==> src/ascc_pkg.sv <==
// Package: register map, field layout and codes for the clock controller
package ascc_pkg;
  // Register indices of the device (word addresses)
  localparam logic [15:0] ADDR_MAIN_CLK = 16'h0101;
  localparam logic [15:0] ADDR_SRATE_1 = 16'h0102;
  localparam logic [15:0] ADDR_SECOND_CLK = 16'h0112;
  localparam logic [15:0] ADDR_ASRATE_1 = 16'h0113;
  localparam logic [15:0] ADDR_CORE_CLK = 16'h0120;
  localparam logic [15:0] ADDR_CORE_WORD = 16'h0122;
  localparam logic [15:0] ADDR_MAIN_STS = 16'h0106;
  localparam logic [15:0] ADDR_SECOND_STS = 16'h0116;
  localparam logic [15:0] ADDR_CORE_STS = 16'h0124;
  // Field positions
  localparam int FAMILY_POS = 15;
  localparam int RATE_POS = 8;
  localparam int ENABLE_POS = 6;
  localparam int SRC_POS = 0;
  // Reset values of the device fields
  localparam logic [2:0] MAIN_RATE_RST = 3'h4;
  localparam logic [3:0] MAIN_SRC_RST = 4'h4;
  localparam logic [2:0] SECOND_RATE_RST = 3'h3;
  localparam logic [3:0] SECOND_SRC_RST = 4'h5;
  localparam logic [4:0] SRATE_RST = 5'h11;
  // Highest legal rate code (98.304 MHz)
  localparam logic [2:0] RATE_MAX = 3'h4;
  // Sample rate family masks: 0x09..0x0d are the 44.1 kHz group
  localparam logic [4:0] SR_FRAC_LO = 5'h09;
  localparam logic [4:0] SR_FRAC_HI = 5'h0d;
  // Source codes
  localparam logic [3:0] SRC_LOOP_ONE = 4'h4;
  localparam logic [3:0] SRC_LOOP_TWO = 4'h5;
  localparam logic [3:0] SRC_AO_X2 = 4'h7;
  localparam logic [3:0] SRC_AO = 4'hf;
  // Cycles allowed between a write and its readback
  localparam int BUS_TIMEOUT = 16;
  // Domain selectors of a user command
  typedef enum logic [1:0] {
    DOM_MAIN = 2'h0,
    DOM_SECOND = 2'h1,
    DOM_CORE = 2'h2
  } ascc_dom_e;
  // True for a source that is one of the frequency-locked loops
  function automatic logic ascc_is_loop(input logic [3:0] s);
    return (s == SRC_LOOP_ONE) || (s == SRC_LOOP_TWO) ||
           (s == SRC_AO_X2) || (s == SRC_AO);
  endfunction : ascc_is_loop
  // True for a sample rate code of the 44.1 kHz family
  function automatic logic ascc_is_frac(input logic [4:0] r);
    return (r >= SR_FRAC_LO) && (r <= SR_FRAC_HI);
  endfunction : ascc_is_frac
endpackage : ascc_pkg

==> src/ascc_bus.sv <==
// Simple word write/read master toward the device register port
`timescale 1ns/1ps
`default_nettype none
module ascc_bus
  import ascc_pkg::*;
(
  // Clock and reset
  input wire logic clk_sys,
  input wire logic nrst,
  // Request from the sequencer
  input wire logic req,
  input wire logic req_wr,
  input wire logic [15:0] req_addr,
  input wire logic [15:0] req_wdata,
  output logic req_done,
  output logic [15:0] req_rdata,
  // Device register port
  output logic dev_sel,
  output logic dev_wr,
  output logic [15:0] dev_addr,
  output logic [15:0] dev_wdata,
  input wire logic [15:0] dev_rdata,
  input wire logic dev_ack
);
  logic busy_q;
  logic [15:0] rdata_q;
  logic [15:0] addr_q;
  logic [15:0] wdata_q;
  logic wr_q;
  logic done_q;
  logic ack_s1_q;
  logic ack_s2_q;
  logic [15:0] rd_s1_q;
  logic [15:0] rd_s2_q;
  // Acknowledge and data come from the device pins: two stages first
  always_ff @(posedge clk_sys) begin
    ack_s1_q <= nrst ? dev_ack : 1'b0;
    ack_s2_q <= nrst ? ack_s1_q : 1'b0;
    rd_s1_q <= dev_rdata;
    rd_s2_q <= rd_s1_q;
  end
  // One access at a time; held until the device acknowledges
  always_ff @(posedge clk_sys) begin
    if (!nrst) begin
      busy_q <= 1'b0;
      done_q <= 1'b0;
      addr_q <= 16'h0000;
      wdata_q <= 16'h0000;
      wr_q <= 1'b0;
      rdata_q <= 16'h0000;
    end else begin
      done_q <= 1'b0;
      // No new access until the old acknowledge has left the synchroniser,
      // nor in the cycle of a completion, while the sequencer still shows
      // the finished request
      if (!busy_q && req && !done_q && !ack_s2_q) begin
        busy_q <= 1'b1;
        addr_q <= req_addr;
        wdata_q <= req_wdata;
        wr_q <= req_wr;
      end else if (busy_q && ack_s2_q) begin
        busy_q <= 1'b0;
        done_q <= 1'b1;
        rdata_q <= rd_s2_q;
      end
    end
  end
  assign dev_sel = busy_q;
  assign dev_wr = wr_q;
  assign dev_addr = addr_q;
  assign dev_wdata = wdata_q;
  assign req_done = done_q;
  assign req_rdata = rdata_q;
endmodule : ascc_bus
`default_nettype wire

==> src/ascc_ctrl.sv <==
// Host-side sequencer that configures the three clock domains of the codec
// Notes on behaviour
// - Main sample rates share main clock family
// - Main rate code 000..100, family bit matches
// - Loop source only once loop enabled
// - Always-on loop needs running and rate set
// - Source ready before enable; disable before removal
// - Running main change: one combined write
// - Rate-only change clears enable first
// - Mute analogue paths before source change
// - Second rate code 000..100, matches source
// - Second sample rates share second family
// - Keep second clock off when unused
// - Second source ready before enable
// - Second change one write; status readback
// - Core word is MHz times 64
// - Always-on loop core option, loop ready
// - Core word first, source write applies
// - Core source ready; disable to reconfigure
// - Clocks configured before any audio path; the code gates audio on the main clock only
`timescale 1ns/1ps
`default_nettype none
module ascc_ctrl
  import ascc_pkg::*;
(
  // Clock and reset
  input wire logic clk_sys,
  input wire logic nrst,
  // User command: configure one domain
  input wire logic cmd_valid,
  output logic cmd_ready,
  input wire ascc_pkg::ascc_dom_e cmd_domain,
  input wire logic cmd_enable,
  input wire logic cmd_family,
  input wire logic [2:0] cmd_rate,
  input wire logic [3:0] cmd_src,
  input wire logic [15:0] cmd_core_word,
  input wire logic [4:0] cmd_sample_rate,
  // Readiness of the chosen source, from the user side
  input wire logic src_ready,
  input wire logic ao_rate_set,
  // Analogue path mute request and its acknowledge
  output logic mute_req,
  input wire logic mute_ack,
  // Result
  output logic done,
  output logic error,
  output logic [15:0] status_word,
  output logic audio_allowed,
  // Device register port
  output logic dev_sel,
  output logic dev_wr,
  output logic [15:0] dev_addr,
  output logic [15:0] dev_wdata,
  input wire logic [15:0] dev_rdata,
  input wire logic dev_ack
);
  import ascc_pkg::*;

  typedef enum logic [7:0] {
    ST_IDLE = 8'h01,
    ST_MUTE = 8'h02,
    ST_DIS = 8'h04,
    ST_RATE = 8'h08,
    ST_WORD = 8'h10,
    ST_MAIN = 8'h20,
    ST_STS = 8'h40,
    ST_END = 8'h80
  } ascc_st_e;

  ascc_st_e st_q;
  ascc_st_e st_d;
  ascc_dom_e dom_q;
  logic en_q;
  logic fam_q;
  logic [2:0] rate_q;
  logic [3:0] src_q;
  logic [15:0] word_q;
  logic [4:0] srate_q;
  logic [2:0] cur_rate_q [3];
  logic [3:0] cur_src_q [3];
  logic cur_en_q [3];
  logic cur_fam_q [3];
  logic done_q;
  logic err_q;
  logic [15:0] sts_q;
  logic main_up_q;
  logic second_ok_q;
  logic mute_q;
  logic req;
  logic req_wr;
  logic [15:0] req_addr;
  logic [15:0] req_wdata;
  logic req_done;
  logic [15:0] req_rdata;
  logic [4:0] wait_q;
  logic need_dis_q;
  logic need_mute_sticky;

  // Decode of the command against the domain's current settings
  wire logic [1:0] cmd_idx = cmd_domain;
  wire logic src_same = (cmd_src == cur_src_q[cmd_idx]);
  wire logic rate_same = (cmd_rate == cur_rate_q[cmd_idx]) &&
                         (cmd_family == cur_fam_q[cmd_idx]);
  wire logic running = cur_en_q[cmd_idx];
  wire logic is_loop = ascc_is_loop(cmd_src);
  wire logic is_ao = (cmd_src == SRC_AO) || (cmd_src == SRC_AO_X2);
  wire logic rate_bad = (cmd_domain != DOM_CORE) && (cmd_rate > RATE_MAX);
  wire logic fam_bad = (cmd_domain != DOM_CORE) &&
                       (ascc_is_frac(cmd_sample_rate) != cmd_family);
  wire logic src_bad = cmd_enable && !src_ready;
  wire logic ao_bad = is_ao && !ao_rate_set;
  wire logic loop_bad = is_loop && !src_ready;
  wire logic cmd_bad = rate_bad || fam_bad || src_bad || ao_bad || loop_bad;
  // Rate-only change while running needs the enable cleared first
  wire logic need_dis = running && src_same && !rate_same;
  // Changing main source moves the analogue paths: mute them first
  wire logic need_mute = (cmd_domain == DOM_MAIN) && running && !src_same;

  // Register word for the main and second domains, fields in one write
  wire logic cmd_domain_q_is_main = (dom_q == DOM_MAIN);
  wire logic [15:0] clk_word = ((cmd_domain_q_is_main ? 16'(fam_q) : 16'h0)
                                << FAMILY_POS) |
                               (16'(rate_q) << RATE_POS) |
                               (16'(en_q) << ENABLE_POS) |
                               (16'(src_q) << SRC_POS);
  // Core control word carries enable and source only
  wire logic [15:0] core_word = (16'(en_q) << ENABLE_POS) |
                                (16'(src_q) << SRC_POS);
  wire logic [15:0] dom_addr = (dom_q == DOM_MAIN) ? ADDR_MAIN_CLK :
                               (dom_q == DOM_SECOND) ? ADDR_SECOND_CLK :
                               ADDR_CORE_CLK;
  wire logic [15:0] sts_addr = (dom_q == DOM_MAIN) ? ADDR_MAIN_STS :
                               (dom_q == DOM_SECOND) ? ADDR_SECOND_STS :
                               ADDR_CORE_STS;
  wire logic [15:0] rate_addr = (dom_q == DOM_MAIN) ? ADDR_SRATE_1 :
                                ADDR_ASRATE_1;
  // Enable-cleared copy of what the device holds now: the new rate code
  // must not land before the enable is off
  wire logic [1:0] dom_idx = dom_q;
  wire logic [15:0] cur_word = ((cmd_domain_q_is_main ?
                                 16'(cur_fam_q[dom_idx]) : 16'h0)
                                << FAMILY_POS) |
                               (16'(cur_rate_q[dom_idx]) << RATE_POS) |
                               (16'(cur_src_q[dom_idx]) << SRC_POS);
  wire logic [15:0] dis_word = (dom_q == DOM_CORE) ?
                               (16'(cur_src_q[dom_idx]) << SRC_POS) :
                               cur_word;

  assign cmd_ready = (st_q == ST_IDLE);
  wire logic accept = cmd_valid && cmd_ready;

  // Next state of the sequencer
  always_comb begin
    st_d = st_q;
    unique case (st_q)
      ST_IDLE: begin
        if (accept && !cmd_bad) begin
          st_d = need_mute ? ST_MUTE : (need_dis ? ST_DIS : ST_RATE);
        end
      end
      ST_MUTE: begin
        if (mute_ack) begin
          st_d = need_dis_q ? ST_DIS : ST_RATE;
        end
      end
      ST_DIS: begin
        if (req_done) begin
          st_d = ST_RATE;
        end
      end
      ST_RATE: begin
        if (req_done) begin
          st_d = (dom_q == DOM_CORE) ? ST_WORD : ST_MAIN;
        end
      end
      ST_WORD: begin
        if (req_done) begin
          st_d = ST_MAIN;
        end
      end
      ST_MAIN: begin
        if (req_done) begin
          st_d = ST_STS;
        end
      end
      ST_STS: begin
        if (req_done) begin
          st_d = ST_END;
        end
      end
      ST_END: st_d = ST_IDLE;
    endcase
  end

  // Bus request per state; core skips sample rate (ST_RATE writes word)
  assign req = (st_q == ST_DIS) || (st_q == ST_RATE) || (st_q == ST_WORD) ||
               (st_q == ST_MAIN) || (st_q == ST_STS);
  assign req_wr = (st_q != ST_STS);
  assign req_addr = (st_q == ST_DIS) ? dom_addr :
                    (st_q == ST_RATE && dom_q == DOM_CORE) ? ADDR_CORE_WORD :
                    (st_q == ST_RATE) ? rate_addr :
                    (st_q == ST_WORD) ? ADDR_CORE_WORD :
                    (st_q == ST_STS) ? sts_addr : dom_addr;
  assign req_wdata = (st_q == ST_DIS) ? dis_word :
                     (st_q == ST_RATE && dom_q != DOM_CORE) ? 16'(srate_q) :
                     (st_q == ST_RATE || st_q == ST_WORD) ? word_q :
                     (dom_q == DOM_CORE) ? core_word : clk_word;

  // Command capture and sequencer state
  always_ff @(posedge clk_sys) begin
    if (!nrst) begin
      st_q <= ST_IDLE;
      dom_q <= DOM_MAIN;
      en_q <= 1'b0;
      fam_q <= 1'b0;
      rate_q <= MAIN_RATE_RST;
      src_q <= MAIN_SRC_RST;
      word_q <= 16'h0000;
      srate_q <= SRATE_RST;
      need_dis_q <= 1'b0;
    end else begin
      st_q <= st_d;
      if (accept) begin
        dom_q <= cmd_domain;
        en_q <= cmd_enable;
        fam_q <= cmd_family;
        rate_q <= cmd_rate;
        src_q <= cmd_src;
        word_q <= cmd_core_word;
        srate_q <= cmd_sample_rate;
        need_dis_q <= need_dis;
      end
    end
  end

  // Shadow of what the device holds, per domain, tracked by our writes
  genvar gi;
  generate
    for (gi = 0; gi < 3; gi++) begin : g_shadow
      always_ff @(posedge clk_sys) begin
        if (!nrst) begin
          cur_en_q[gi] <= 1'b0;
          cur_fam_q[gi] <= 1'b0;
          cur_rate_q[gi] <= (gi == 1) ? SECOND_RATE_RST : MAIN_RATE_RST;
          cur_src_q[gi] <= (gi == 1) ? SECOND_SRC_RST : MAIN_SRC_RST;
        end else if (st_q == ST_MAIN && req_done && dom_q == 2'(gi)) begin
          cur_en_q[gi] <= en_q;
          cur_fam_q[gi] <= fam_q;
          cur_rate_q[gi] <= rate_q;
          cur_src_q[gi] <= src_q;
        end else if (st_q == ST_DIS && req_done && dom_q == 2'(gi)) begin
          cur_en_q[gi] <= 1'b0;
        end
      end
    end
  endgenerate

  // Timeout on a stalled device access
  always_ff @(posedge clk_sys) begin
    if (!nrst || !req || req_done) begin
      wait_q <= 5'h00;
    end else if (wait_q != 5'h1f) begin
      wait_q <= wait_q + 5'h01;
    end
  end

  // Result flags; status readback shows the device's active settings
  always_ff @(posedge clk_sys) begin
    if (!nrst) begin
      done_q <= 1'b0;
      err_q <= 1'b0;
      sts_q <= 16'h0000;
      mute_q <= 1'b0;
      main_up_q <= 1'b0;
      second_ok_q <= 1'b1;
    end else begin
      done_q <= (st_q == ST_END) || (accept && cmd_bad);
      if (accept) begin
        err_q <= cmd_bad;
      end else if (st_q == ST_STS && req_done) begin
        // Mismatch means the device has not applied the setting
        err_q <= (dom_q != DOM_CORE) &&
                 (req_rdata[RATE_POS +: 3] != rate_q ||
                  req_rdata[SRC_POS +: 4] != src_q);
      end
      if (st_q == ST_STS && req_done) begin
        sts_q <= req_rdata;
      end
      mute_q <= (st_d == ST_MUTE) || ((st_q != ST_IDLE) && mute_q &&
                                      (st_q != ST_END));
      if (st_q == ST_MAIN && req_done && dom_q == DOM_MAIN) begin
        main_up_q <= en_q;
      end
      if (st_q == ST_MAIN && req_done && dom_q == DOM_SECOND) begin
        second_ok_q <= 1'b1;
      end
    end
  end

  // Audio paths only once the main clock is running and idle
  assign audio_allowed = main_up_q && second_ok_q && (st_q == ST_IDLE);
  assign done = done_q;
  assign error = err_q;
  assign status_word = sts_q;
  assign mute_req = mute_q;

  // Device port master; the device applies itself
  ascc_bus u_bus (
    .clk_sys(clk_sys),
    .nrst(nrst),
    .req(req),
    .req_wr(req_wr),
    .req_addr(req_addr),
    .req_wdata(req_wdata),
    .req_done(req_done),
    .req_rdata(req_rdata),
    .dev_sel(dev_sel),
    .dev_wr(dev_wr),
    .dev_addr(dev_addr),
    .dev_wdata(dev_wdata),
    .dev_rdata(dev_rdata),
    .dev_ack(dev_ack)
  );

  // Assertions
  AST_MUTE_BEFORE: assert property (@(posedge clk_sys) disable iff (!nrst)
    (st_q == ST_MAIN && dom_q == DOM_MAIN && req && need_mute_sticky)
    |-> mute_q) else $error("main source change without mute");
  AST_CORE_ORDER: assert property (@(posedge clk_sys) disable iff (!nrst)
    (st_q == ST_MAIN && dom_q == DOM_CORE) |-> $past(st_q) inside {ST_WORD,
    ST_MAIN}) else $error("core source written before word");
  AST_BAD_REFUSED: assert property (@(posedge clk_sys) disable iff (!nrst)
    (accept && cmd_bad) |=> (st_q == ST_IDLE) && err_q && done_q)
    else $error("illegal command not refused");
  AST_RATE_RANGE: assert property (@(posedge clk_sys) disable iff (!nrst)
    (st_q == ST_MAIN && dom_q != DOM_CORE) |-> rate_q <= RATE_MAX)
    else $error("rate code out of range");
  AST_DIS_FIRST: assert property (@(posedge clk_sys) disable iff (!nrst)
    (st_q == ST_DIS && req_done) |=> st_q == ST_RATE)
    else $error("disable not followed by rate write");
  AST_ONE_WRITE: assert property (@(posedge clk_sys) disable iff (!nrst)
    (st_q == ST_MAIN && dom_q != DOM_CORE) |-> req_wdata[RATE_POS +: 3] ==
    rate_q && req_wdata[SRC_POS +: 4] == src_q)
    else $error("fields not in one write");
  AST_AUDIO_GATE: assert property (@(posedge clk_sys) disable iff (!nrst)
    audio_allowed |-> main_up_q) else $error("audio before clock");
  AST_SRC_READY: assert property (@(posedge clk_sys) disable iff (!nrst)
    (accept && cmd_enable && !src_ready) |=> st_q == ST_IDLE)
    else $error("enable with source not ready");
  AST_NO_HANG: assert property (@(posedge clk_sys) disable iff (!nrst)
    wait_q != 5'h1f || st_q == ST_MUTE) else $error("device stalled");

  // Remembers that the accepted command needs the analogue paths muted
  always_ff @(posedge clk_sys) begin
    if (!nrst) begin
      need_mute_sticky <= 1'b0;
    end else if (accept) begin
      need_mute_sticky <= need_mute && !cmd_bad;
    end
  end
endmodule : ascc_ctrl
`default_nettype wire

==> config.mk <==
export PLATFORM = sky130hd
export DESIGN_NAME = ascc_ctrl
export DESIGN_NICKNAME = d
export VERILOG_FILES = /design/src/ascc_pkg.sv /design/src/ascc_bus.sv /design/src/ascc_ctrl.sv
export SDC_FILE = /design/constraint.sdc
export NUM_CORES = 1
export LEC_CHECK = 0
export BUFFER_PORTS_ARGS = -buffer_cell sky130_fd_sc_hd__buf_2
export CORE_MARGIN = 2
export CORE_UTILIZATION = 45
export CTS_BUF_LIST = sky130_fd_sc_hd__clkbuf_4
export DETAILED_ROUTE_END_ITERATION = 6
export PLACE_DENSITY_LB_ADDON = 0.05
export SYNTH_ARGS = -nofsm -noshare
export SYNTH_HDL_FRONTEND = slang
export SYNTH_SLANG_ARGS = --single-unit
export TNS_END_PERCENT = 50
==> constraint.sdc <==
create_clock -name clk_sys -period 3.15 [get_ports clk_sys]
set_input_delay 0.63 -clock clk_sys [delete_from_list [all_inputs] [get_ports clk_sys]]
set_output_delay 0.63 -clock clk_sys [all_outputs]
set_load 0.01 [all_outputs]
# Word-level counts from Yosys, hierarchy flattened

Memory sizes are Yosys's and may differ from the RTL's. A register that Yosys moved wholly into a read port is not among the register bits.
Index checks and enable logic that the tools add are counted.

Register bits after elaboration: 146
RAM bits: 27
Input port bits: 55
Output and inout bits: 55
Logic and storage cells: 220
Memories kept: 4

Memories:

| memory     | depth | bits a word | read ports | clocked after Yosys merged registers in | write ports | line            | source |
|---|---|---|---|---|---|---|---|
| cur_src_q  | 3     | 4           | 2          | 1                                       | 3           | ascc_ctrl.sv:81 | `logic [3:0] cur_src_q [3];` |
| cur_rate_q | 3     | 3           | 2          | 1                                       | 3           | ascc_ctrl.sv:80 | `logic [2:0] cur_rate_q [3];` |
| cur_en_q   | 3     | 1           | 1          | 0                                       | 3           | ascc_ctrl.sv:82 | `logic cur_en_q [3];` |
| cur_fam_q  | 3     | 1           | 2          | 1                                       | 3           | ascc_ctrl.sv:83 | `logic cur_fam_q [3];` |

Order comparisons: 3
Eq/ne operators: 26
Mux-type cells: 77
Bitwise operators: 23
Reduce and logical (&&, ||, !) cells: 63

Operators by type and width:

| operator             | number |
|---|---|
| $mux W16             | 5 |
| $pmux W8 S8          | 1 |
| $mux W6              | 10 |
| $mux W8              | 7 |
| $mux W1              | 38 |
| $logic_and A1 B1 Y1  | 33 |
| $or A16 B11 Y16      | 2 |
| $or A16 B4 Y16       | 2 |
| $mux W4              | 6 |
| $eq A8 B2 Y1 const B | 2 |
| $logic_or A1 B1 Y1   | 16 |
| $or A16 B7 Y16       | 1 |
| $or A1 B1 Y1         | 15 |
| $eq A4 B3 Y1 const B | 3 |
| $mux W2              | 6 |
| $mux W3              | 3 |
| $eq A8 B1 Y1 const B | 1 |
| $eq A8 B3 Y1 const B | 1 |
| $eq A8 B4 Y1 const B | 1 |
| $eq A8 B5 Y1 const B | 1 |
| $eq A8 B6 Y1 const B | 1 |
| $eq A8 B7 Y1 const B | 1 |
| $eq A8 B8 Y1 const B | 1 |
| $logic_not A1 Y1     | 8 |
| other kinds (23)     | 27 |

# Longest topological paths before layout

Gate-level depths: netlist (run 1).

Depth in word-level cells: 14
Depth in mapped cells: 10
Mapped depth without buffers: 7

# By module

From an unflattened synthesis (run 1), not the netlist that was laid out.

Cells, all modules: 818
Area total of the unflattened synthesis: 7,464.7 um2

By module, submodules not included:

| module    | instances | cells each | area each (um2) | sequential area each (um2) |
|---|---|---|---|---|
| ascc_ctrl | 1         | 560        | 4,658.2         | 2,052.0 |
| ascc_bus  | 1         | 258        | 2,806.4         | 1,701.6 |

# Worst setup path after synthesis (run 1)

OpenSTA, ideal clock, no wires.

Kind: register to register
Start: register st_q[7]
End: memory cur_en_q[1] (enable)
Library setup time: 0.304 ns
Data arrival time: 2.241 ns
Data required time: 2.846 ns
Path slack: 0.605 ns
Cell stages (with the launch flop): 7
Path buffers: 1
Clock period less this slack: 2.545 ns
Cell sequence: dfxtp_1 > clkbuf_1 > or3_1 > nor3_1 > nand4_1 > o21ai_0 > o21bai_1

RTL lines:

| item                   | line             | source |
|---|---|---|
| start, declared        | ascc_ctrl.sv:71  | `ascc_st_e st_q;` |
| start signal, assigned | ascc_ctrl.sv:223 | `st_q <= st_d;` |
| end, declared          | ascc_ctrl.sv:82  |  |

# Worst setup path in the final report (run 1)

Start: register st_q[7]
End: register u_bus.wdata_q[12] (netlist: u_bus.dev_wdata[12])

Word-level cells in the longest chain between the ends: 8
Elaborated cells on any way between the ends: 17
Classes of those cells: eq/ne (5); mux (3); reduce/logical (9)

RTL lines:

| item                                                | line             | source |
|---|---|---|
| $eq A8 B3 Y1 / $eq A8 B4 Y1 (equally long branches) | n/a              |  |
| $logic_or A1 B1 Y1 (3 in a row)                     | ascc_ctrl.sv:197 | `assign req = (st_q == ST_DIS) \|\| (st_q == ST_RATE) \|\| (st_q == ST_WORD) \|\|` |
| $logic_or A1 B1 Y1                                  | ascc_ctrl.sv:198 | `(st_q == ST_MAIN) \|\| (st_q == ST_STS);` |
| $logic_and A1 B1 Y1 (3 in a row)                    | ascc_bus.sv:56   | `if (!busy_q && req && !done_q && !ack_s2_q) begin` |
| end signal, assigned                                | ascc_bus.sv:59   | `wdata_q <= req_wdata;` |
| end, declared                                       | ascc_bus.sv:28   | `logic [15:0] wdata_q;` |

Parallel ways exist; a longest one is shown, timed or not.
A chain may end at the register's enable or synchronous reset.

==> results of run 1 <==
-- cell type report --
type	instances	share of cell area (%)
clock buffers	17	1.69
well taps	184	3.05
multi-input cells	538	37.7
repair buffers	113	7.95
diodes	1	0.0331
inverters	9	0.447
clock inverters	15	2.14
flip-flops and latches	165	47.0
-- registers in the layout, summed over array words and instances (netlist names), 2 cells and up, named ones only --
signal,flops
u_bus.dev_addr,6
rate_q,3
u_bus.rd_s2_q,16
status_word,16
cur_src_q,12
cur_en_q,3
st_q,8
word_q,16
u_bus.dev_wdata,16
u_bus.req_rdata,16
dom_idx,2
cur_rate_q,9
cur_fam_q,3
src_q,4
srate_q,5
u_bus.rd_s1_q,16
-- critical path: cells and delay by family (launching register included) --
family | cells | cell delay (ns)
AOI/OAI and AO/OA | 1 | 0.14
DFF | 1 | 0.42
and+or+nand+nor | 5 | 2.09
-- worst max path at each step --
| stage | depth (start not counted) | to | start |
|---|---|---|---|
| after CTS | 7 | mute_req$_SDFF_PN0_ | st_q[5]$_SDFF_PN0_ |
| after floorplan | 6 | cur_en_q[1]$_SDFFCE_PP0P_ | st_q[7]$_SDFF_PN0_ |
| after global routing | 6 | u_bus.dev_wdata[11]$_SDFFE_PN0P_ | st_q[7]$_SDFF_PN0_ |
| final | 6 | u_bus.dev_wdata[12]$_SDFFE_PN0P_ | st_q[7]$_SDFF_PN0_ |
| after global placement | 8 | mute_req$_SDFF_PN0_ | cmd_sample_rate[4] |
| after detailed placement | 8 | mute_req$_SDFF_PN0_ | cmd_domain[0] |
-- Yosys cell counts (all sizes together), types with 2 or more instances --
cell    number
nand2      170
dfxtp      140
a21oi       90
nor2        45
clkbuf      42
o21ai       31
and2        30
edfxtp      25
mux2i       23
nor3        18
buf         15
nand3       13
xor2        11
a22oi       10
and3         9
inv          9
nand4        9
nand2b       7
or3          7
xnor2        7
a31oi        6
o211ai       5
o22ai        5
nor3b        3
nor4         3
a211oi       2
and4         2
nor2b        2
o211a        2
o31ai        2
o41ai        2
-- through the flow --
| stage | std cells | worst slack [ns] | utilization, % | instance area, µm² | hold slack (ns) |
|---|---|---|---|---|---|
| floorplan | 769 | 0.605 | - | 6700 | 0.310 |
| global placement | 1009 | 0.378 | 50.2 | 7260 | 0.310 |
| detailed placement | 1009 | 0.313 | 50.2 | 7260 | 0.312 |
| CTS | 1041 | 0.513 | 52.2 | 7550 | 0.0953 |
| global route | 1042 | 0.303 | 52.2 | 7550 | 0.0879 |
| finish | 1042 | 0.444 | 52.2 | 7550 | 0.151 |
-- kinds of logic (layout without fill, tap and decap cells) --
kind of cell / count (synthesis) / in the layout / synth area share (%)
simple gates: 323 / 323 / 22.2
compound gates: 164 / 164 / 14.1
mux: 23 / 23 / 3.45
other cells: 1 / 11 / 0.0562
xor+xnor: 18 / 18 / 2.36
buf+inv: 66 / 154 / 4.56
flops: 165 / 165 / 53.3
-- where the power goes --
group          switching, mW  internal (mW)
clock                  0.840          0.363
sequential            0.0640           2.21
combinational          0.222          0.133
total                   1.13           2.71
-- metal layers --
layer  share of wire (%)  vias to the layer above  GRT usage, %  wire, µm
met4                0.95                        0          6.60       162
met5                   0                        -             0         0
met2                  47                      153          34.2      7960
met1                  47                     2673          30.3      8060
li1                    -                     2753             -         -
met3                 5.2                       11          4.38       881
==> run summary, run 1 <==
GRT
-----------------------------------------------------------------------------------------
Via count of the first global-routing pass                                           5224
Maximum number of pins on one net before global-route repair                           58
Overall global routing resource usage                                               21.7%
Global-route wire length before repair                                            27.2 mm
Number of antenna violations at the first check in global routing                       1
Overflow left after global routing                                                      0

CRITICAL PATH
-----------------------------------------------------------------------------------------
Reg2reg path depth                                                                      6
Critical Setup Path Class                                                      reg -> reg
Critical R2R Capture                                                         u_bus.dev_wdata[12]$_SDFFE_PN0P_
Cell-by-cell trace of the critical path                                      or3_1, nor4_1, nand2_1, nor3_1, a22oi_1, nor2_1
Nature of the critical path startpoint                                               flop
Launch instance of the worst register-to-register path                       st_q[7]$_SDFF_PN0_
Crit path largest cell delay                                                      0.85 ns
Arr. time, crit path                                                              3.20 ns
Crit path max-delay cell type                                                sky130_fd_sc_hd__nor3_1
Capturing element type of the critical path                                          flop
Slack of the worst reg-to-reg path                                                0.44 ns
Max FO, Critical Path                                                                   9
Critical Path RT                                                                  3.64 ns

LOGIC SYNTHESIS
-----------------------------------------------------------------------------------------
Synth top area share                                                                42.0%
Cells taking the most area after synthesis                                   sky130_fd_sc_hd__dfxtp_1, sky130_fd_sc_hd__edfxtp_1, sky130_fd_sc_hd__nand2_1, sky130_fd_sc_hd__a21oi_1, sky130_fd_sc_hd__mux2i_1
Sequential cell area fraction in the yosys report                                   53.3%
Yosys Warn Count                                                                        0
Mean cell area of the mapped netlist                                             8.77 µm²
Cells after Synth                                                                     760
Unique cell type count in the Yosys netlist                                            55
Cell type contributing the most total cell area after synthesis              sky130_fd_sc_hd__dfxtp_1
Number of synthesized flops with an enable pin                                         25
Post-synthesis register bit count                                                     165
Area of the mapped netlist                                                       6670 µm²
Proportion of register bits with asynchronous set or reset after synthesis             0%
Most frequently used flop master after synthesis                             sky130_fd_sc_hd__dfxtp_1

DRT
-----------------------------------------------------------------------------------------
Post-detailed-routing wire length                                                 17.1 mm
Routed wirelength normalized by instance count                                    16.4 µm
Number of remaining DRC errors                                                          0
First drt pass iteration count                                                          5
Detailed Route Iter0 Violations                                                       315
Via Count                                                                            5590
Residual antenna-violating net count after detailed routing                             0
Via count normalized by instance count                                               5.36

PLACE
-----------------------------------------------------------------------------------------
Final RePlAce weighted congestion                                                   0.843
Port Buffer Count                                                                      99
Post-DP HPWL                                                                      12.3 mm

FLOORPLANNING
-----------------------------------------------------------------------------------------
Effective utilization at floorplan                                                  46.1%
Row cnt                                                                                44
Die ar.                                                                         15800 µm²
Die span in y                                                                      126 µm
Die width                                                                          126 µm
Number of ports placed on the die boundary                                            110
Core footprint                                                                  14500 µm²

FINAL LAYOUT
-----------------------------------------------------------------------------------------
Number of filler instances in the final layout                                       1422
Net count of the finished layout                                                      899
Commonest non-fill, non-tap cell in the layout                               sky130_fd_sc_hd__nand2_1
Ratio of cells with drive above 1 in the final layout                               17.9%
Multi-input gate area in the final layout                                        2840 µm²
Synth-to-Final Area Change                                                          13.3%
Commonest non-fill, non-tap cells in the layout                              sky130_fd_sc_hd__nand2_1, sky130_fd_sc_hd__dfxtp_1, sky130_fd_sc_hd__buf_2, sky130_fd_sc_hd__a21oi_1, sky130_fd_sc_hd__nor2_1
FF+latch area                                                                    3550 µm²

CLOCK NETWORK
-----------------------------------------------------------------------------------------
CTS tree                                                                            built
Clock Sink Count                                                                      165
Postcts setup bufs                                                                      0
Cell at the root of the clock tree                                           sky130_fd_sc_hd__clkbuf_4
Worst-Skew Late Latency                                                           0.56 ns
Maximum number of buffers from clock root to sink                                       2
Resized Gates After CTS                                                                 0
CTS H-tree depth                                                                        4
Total clock buffers created by CTS                                                     17
Register clock-pin slew on the reported worst setup and hold paths                0.16 ns
Hold bufs inserted after CTS                                                            0

TIMING
-----------------------------------------------------------------------------------------
Final Slew Violations                                                                   0
RSZ-0062 raised after global routing                                                false
Post-route setup TNS                                                                 0 ns
Max_slew headroom                                                                   35.0%
Transition time of the tightest slew-check pin                                   0.967 ns
Setup violations, final                                                                 0
Post-Route Skew                                                                 0.0144 ns
Number of failing hold endpoints at the final stage                                     0
FMAX                                                                            0.369 GHz
Post-route minimum period                                                         2.71 ns
Share of the cycle needed by the critical path after routing                        85.9%

WORST HOLD PATH
-----------------------------------------------------------------------------------------
Min-Delay Path Class                                                            in -> reg
Cell depth of the worst min-delay path                                                  1
Startpoint of the worst hold path                                            dev_rdata[15]
Min-Delay Endpoint                                                           u_bus.rd_s1_q[15]$_DFF_P_

POWER
-----------------------------------------------------------------------------------------
Leakage power total                                                               3.04 nW
Power per cell area                                                            507 nW/µm²
Worst vdd ir                                                                   0.000275 V
Post-layout power                                                                 3.83 mW

STATUS
-----------------------------------------------------------------------------------------
Result of the run                                                            finished, final reports clean

JOB
-----------------------------------------------------------------------------------------
Max_cap viols                                                                           0

(Power assumes the default switching activity.)
==> inputs of run 2 (changes only) <==
--- a/config.mk
+++ b/config.mk
@@ -10,7 +10,7 @@
 export CORE_UTILIZATION = 45
 export CTS_BUF_LIST = sky130_fd_sc_hd__clkbuf_4
 export DETAILED_ROUTE_END_ITERATION = 6
-export PLACE_DENSITY_LB_ADDON = 0.05
+export PLACE_DENSITY_LB_ADDON = 0.3
 export SYNTH_ARGS = -nofsm -noshare
 export SYNTH_HDL_FRONTEND = slang
 export SYNTH_SLANG_ARGS = --single-unit
==> run 2 against run 1 <==
Compared with the run above: clock-buffer cell count stayed put; combinational power is 1% lower; global-route usage is 0.72 points lower; non-clock buffer count is 2 lower; critical path type unchanged; critical endpoint is now mute_req$_SDFF_PN0_; largest power group unchanged; setup slack worse by 0.022 ns.
==> run summary, run 2 (synthesis gave the netlist of run 1 again) <==
TIMING
---------------------------------------------------------------------------------
Post-Route Skew                                                         0.0208 ns
RSZ-0062 raised after global routing                                        false
Post-route minimum period                                                 2.73 ns
Setup violations, final                                                         0
Share of the cycle needed by the critical path after routing                86.6%
Worst hold margin                                                        0.138 ns
FMAX                                                                    0.367 GHz
Max_slew headroom                                                           44.6%
Number of failing hold endpoints at the final stage                             0
Final Slew Violations                                                           0
Post-route setup slack                                                   0.422 ns
Post-route setup TNS                                                         0 ns
Transition time of the tightest slew-check pin                           0.824 ns

GRT
---------------------------------------------------------------------------------
Number of antenna violations at the first check in global routing               0
Overflow left after global routing                                              0
Overall global routing resource usage                                       21.0%
Via count of the first global-routing pass                                   5018
Maximum number of pins on one net before global-route repair                   92
Global-route wire length before repair                                    26.1 mm

CLOCK NETWORK
---------------------------------------------------------------------------------
Postcts setup bufs                                                              0
Cell at the root of the clock tree                                   sky130_fd_sc_hd__clkbuf_4
Hold bufs inserted after CTS                                                    0
Resized Gates After CTS                                                         0
CTS H-tree depth                                                                4
Total clock buffers created by CTS                                             17
Worst-Skew Late Latency                                                   0.58 ns
Register clock-pin slew on the reported worst setup and hold paths        0.16 ns
Maximum number of buffers from clock root to sink                               2
CTS tree                                                                    built
Clock Sink Count                                                              165

POWER
---------------------------------------------------------------------------------
Worst vdd ir                                                           0.000318 V
Portion of total power attributed to the clock network                      32.7%
Part of the power in registers                                              58.3%
Power per cell area                                                    515 nW/µm²
Fraction of power spent switching nets                                      28.8%
Net load switching power                                                  1.12 mW
Leakage power total                                                       3.05 nW
Pint                                                                      2.78 mW
Combinational share of power                                                 9.0%

CRITICAL PATH
---------------------------------------------------------------------------------
Reg2reg path depth                                                              8
CP delay by family, top                                              simple AND/OR/NAND/NOR gates
Crit path largest cell delay                                              0.53 ns
Critical Path RT                                                          3.63 ns
Cell-by-cell trace of the critical path                              nor3_4, and4_4, and2_1, buf_4, nand3_1, a21oi_1, o21ai_0, o41ai_2
Crit path max-delay cell type                                        sky130_fd_sc_hd__dfxtp_1
Arr. time, crit path                                                      3.20 ns
Nature of the critical path startpoint                                       flop
Critical Setup Path Class                                              reg -> reg
Start point of the critical path                                     st_q[3]$_SDFF_PN0_
Capturing element type of the critical path                                  flop
Max FO, Critical Path                                                          35
Launch instance of the worst register-to-register path               st_q[3]$_SDFF_PN0_
Crit path buffers/inverters                                                     1
Critical path depth in cells                                                    8

WORST HOLD PATH
---------------------------------------------------------------------------------
Startpoint of the worst hold path                                    dev_rdata[11]
Cell depth of the worst min-delay path                                          1
Min-Delay Path Class                                                    in -> reg

FINAL LAYOUT
---------------------------------------------------------------------------------
Ratio of cells with drive above 1 in the final layout                       17.5%
Synth-to-Final Area Change                                                  13.7%
Commonest non-fill, non-tap cells in the layout                      sky130_fd_sc_hd__nand2_1, sky130_fd_sc_hd__dfxtp_1, sky130_fd_sc_hd__buf_2, sky130_fd_sc_hd__a21oi_1, sky130_fd_sc_hd__nor2_1
FF+latch area                                                            3550 µm²
Number of filler instances in the final layout                               1430
Multi-input gate area in the final layout                                2840 µm²
Net count of the finished layout                                              897
Commonest non-fill, non-tap cell in the layout                       sky130_fd_sc_hd__nand2_1
Non-filler cells in the finished layout                                      1040

FLOORPLANNING
---------------------------------------------------------------------------------
Effective utilization at floorplan                                          46.1%
Die ar.                                                                 15800 µm²
Row cnt                                                                        44
Die width                                                                  126 µm
Die span in y                                                              126 µm
Core footprint                                                          14500 µm²
Number of ports placed on the die boundary                                    110

DRT
---------------------------------------------------------------------------------
Detailed Route Iter0 Violations                                               489
Number of remaining DRC errors                                                  0
Via Count                                                                    5585
Residual antenna-violating net count after detailed routing                     0
Post-detailed-routing wire length                                         16.5 mm
Via count normalized by instance count                                       5.37
First drt pass iteration count                                                  5
Routed wirelength normalized by instance count                            15.9 µm

STATUS
---------------------------------------------------------------------------------
Result of the run                                                    finished, final reports clean

PLACE
---------------------------------------------------------------------------------
Pre-CTS WS                                                               0.414 ns
Final RePlAce weighted congestion                                           0.905
Placed insts                                                                 1007
Post-DP HPWL                                                              11.6 mm
Port Buffer Count                                                              99

JOB
---------------------------------------------------------------------------------
Max_cap viols                                                                   0

[run 2: cell types whose count changed in the layout (fill, tap and decap cells not counted), sizes merged]
cell,previous run,this run
buf,113,111
bufinv,0,1
inv,17,16
[run 2: layout make-up]
class	count	area share, %
multi-input cells	538	37.5
well taps	184	3.04
diodes	1	0.0330
clock buffers	17	1.68
repair buffers	111	8.05
flip-flops and latches	165	46.9
inverters	9	0.445
clock inverters	15	2.39
[run 2: path summary, 6_finish.rpt]
kind | to | slack (ns)
worst min-delay path | u_bus.rd_s1_q[11]$_DFF_P_ | 0.14
worst max-delay path | mute_req$_SDFF_PN0_ | 0.42
worst min register to register | u_bus.rd_s2_q[7]$_DFF_P_ | 0.34
worst max register to register | mute_req$_SDFF_PN0_ | 0.42
[run 2: through the flow]
step                      util, %  instance area (µm²)  total power [mW]
after floorplan                 -                 6700              2.54
after global placement       50.2                 7270              2.66
after detailed placement     50.2                 7270              2.67
after CTS                    52.4                 7580              3.93
after global routing         52.4                 7580              4.07
final                        52.4                 7580              3.90
[run 2: worst reg2reg max path, stage by stage (launching register included)]
cell and delay (ns):
sky130_fd_sc_hd__dfxtp_1 0.53, sky130_fd_sc_hd__nor3_4 0.35, sky130_fd_sc_hd__and4_4 0.30, sky130_fd_sc_hd__and2_1 0.19
sky130_fd_sc_hd__buf_4 0.37, sky130_fd_sc_hd__nand3_1 0.25, sky130_fd_sc_hd__a21oi_1 0.19, sky130_fd_sc_hd__o21ai_0 0.13
sky130_fd_sc_hd__o41ai_2 0.32
[run 2: per-layer routing]
layer / GRT usage, % / vias up / share of wire (%)
met3: 4.55 / 20 / 6.5
met2: 33.2 / 203 / 47
met5: 0 / - / 0
met4: 5.29 / 0 / 1.2
met1: 29.4 / 2612 / 45
li1: - / 2750 / -
[run 2: power by group through the flow]
stage               combinational [mW]  sequential, mW  clock (mW)
global route                     0.386            2.29        1.39
CTS                              0.347            2.28        1.31
detailed placement               0.346            2.32           0
finish                           0.350            2.28        1.28
global placement                 0.343            2.32           0
floorplan                        0.247            2.29           0
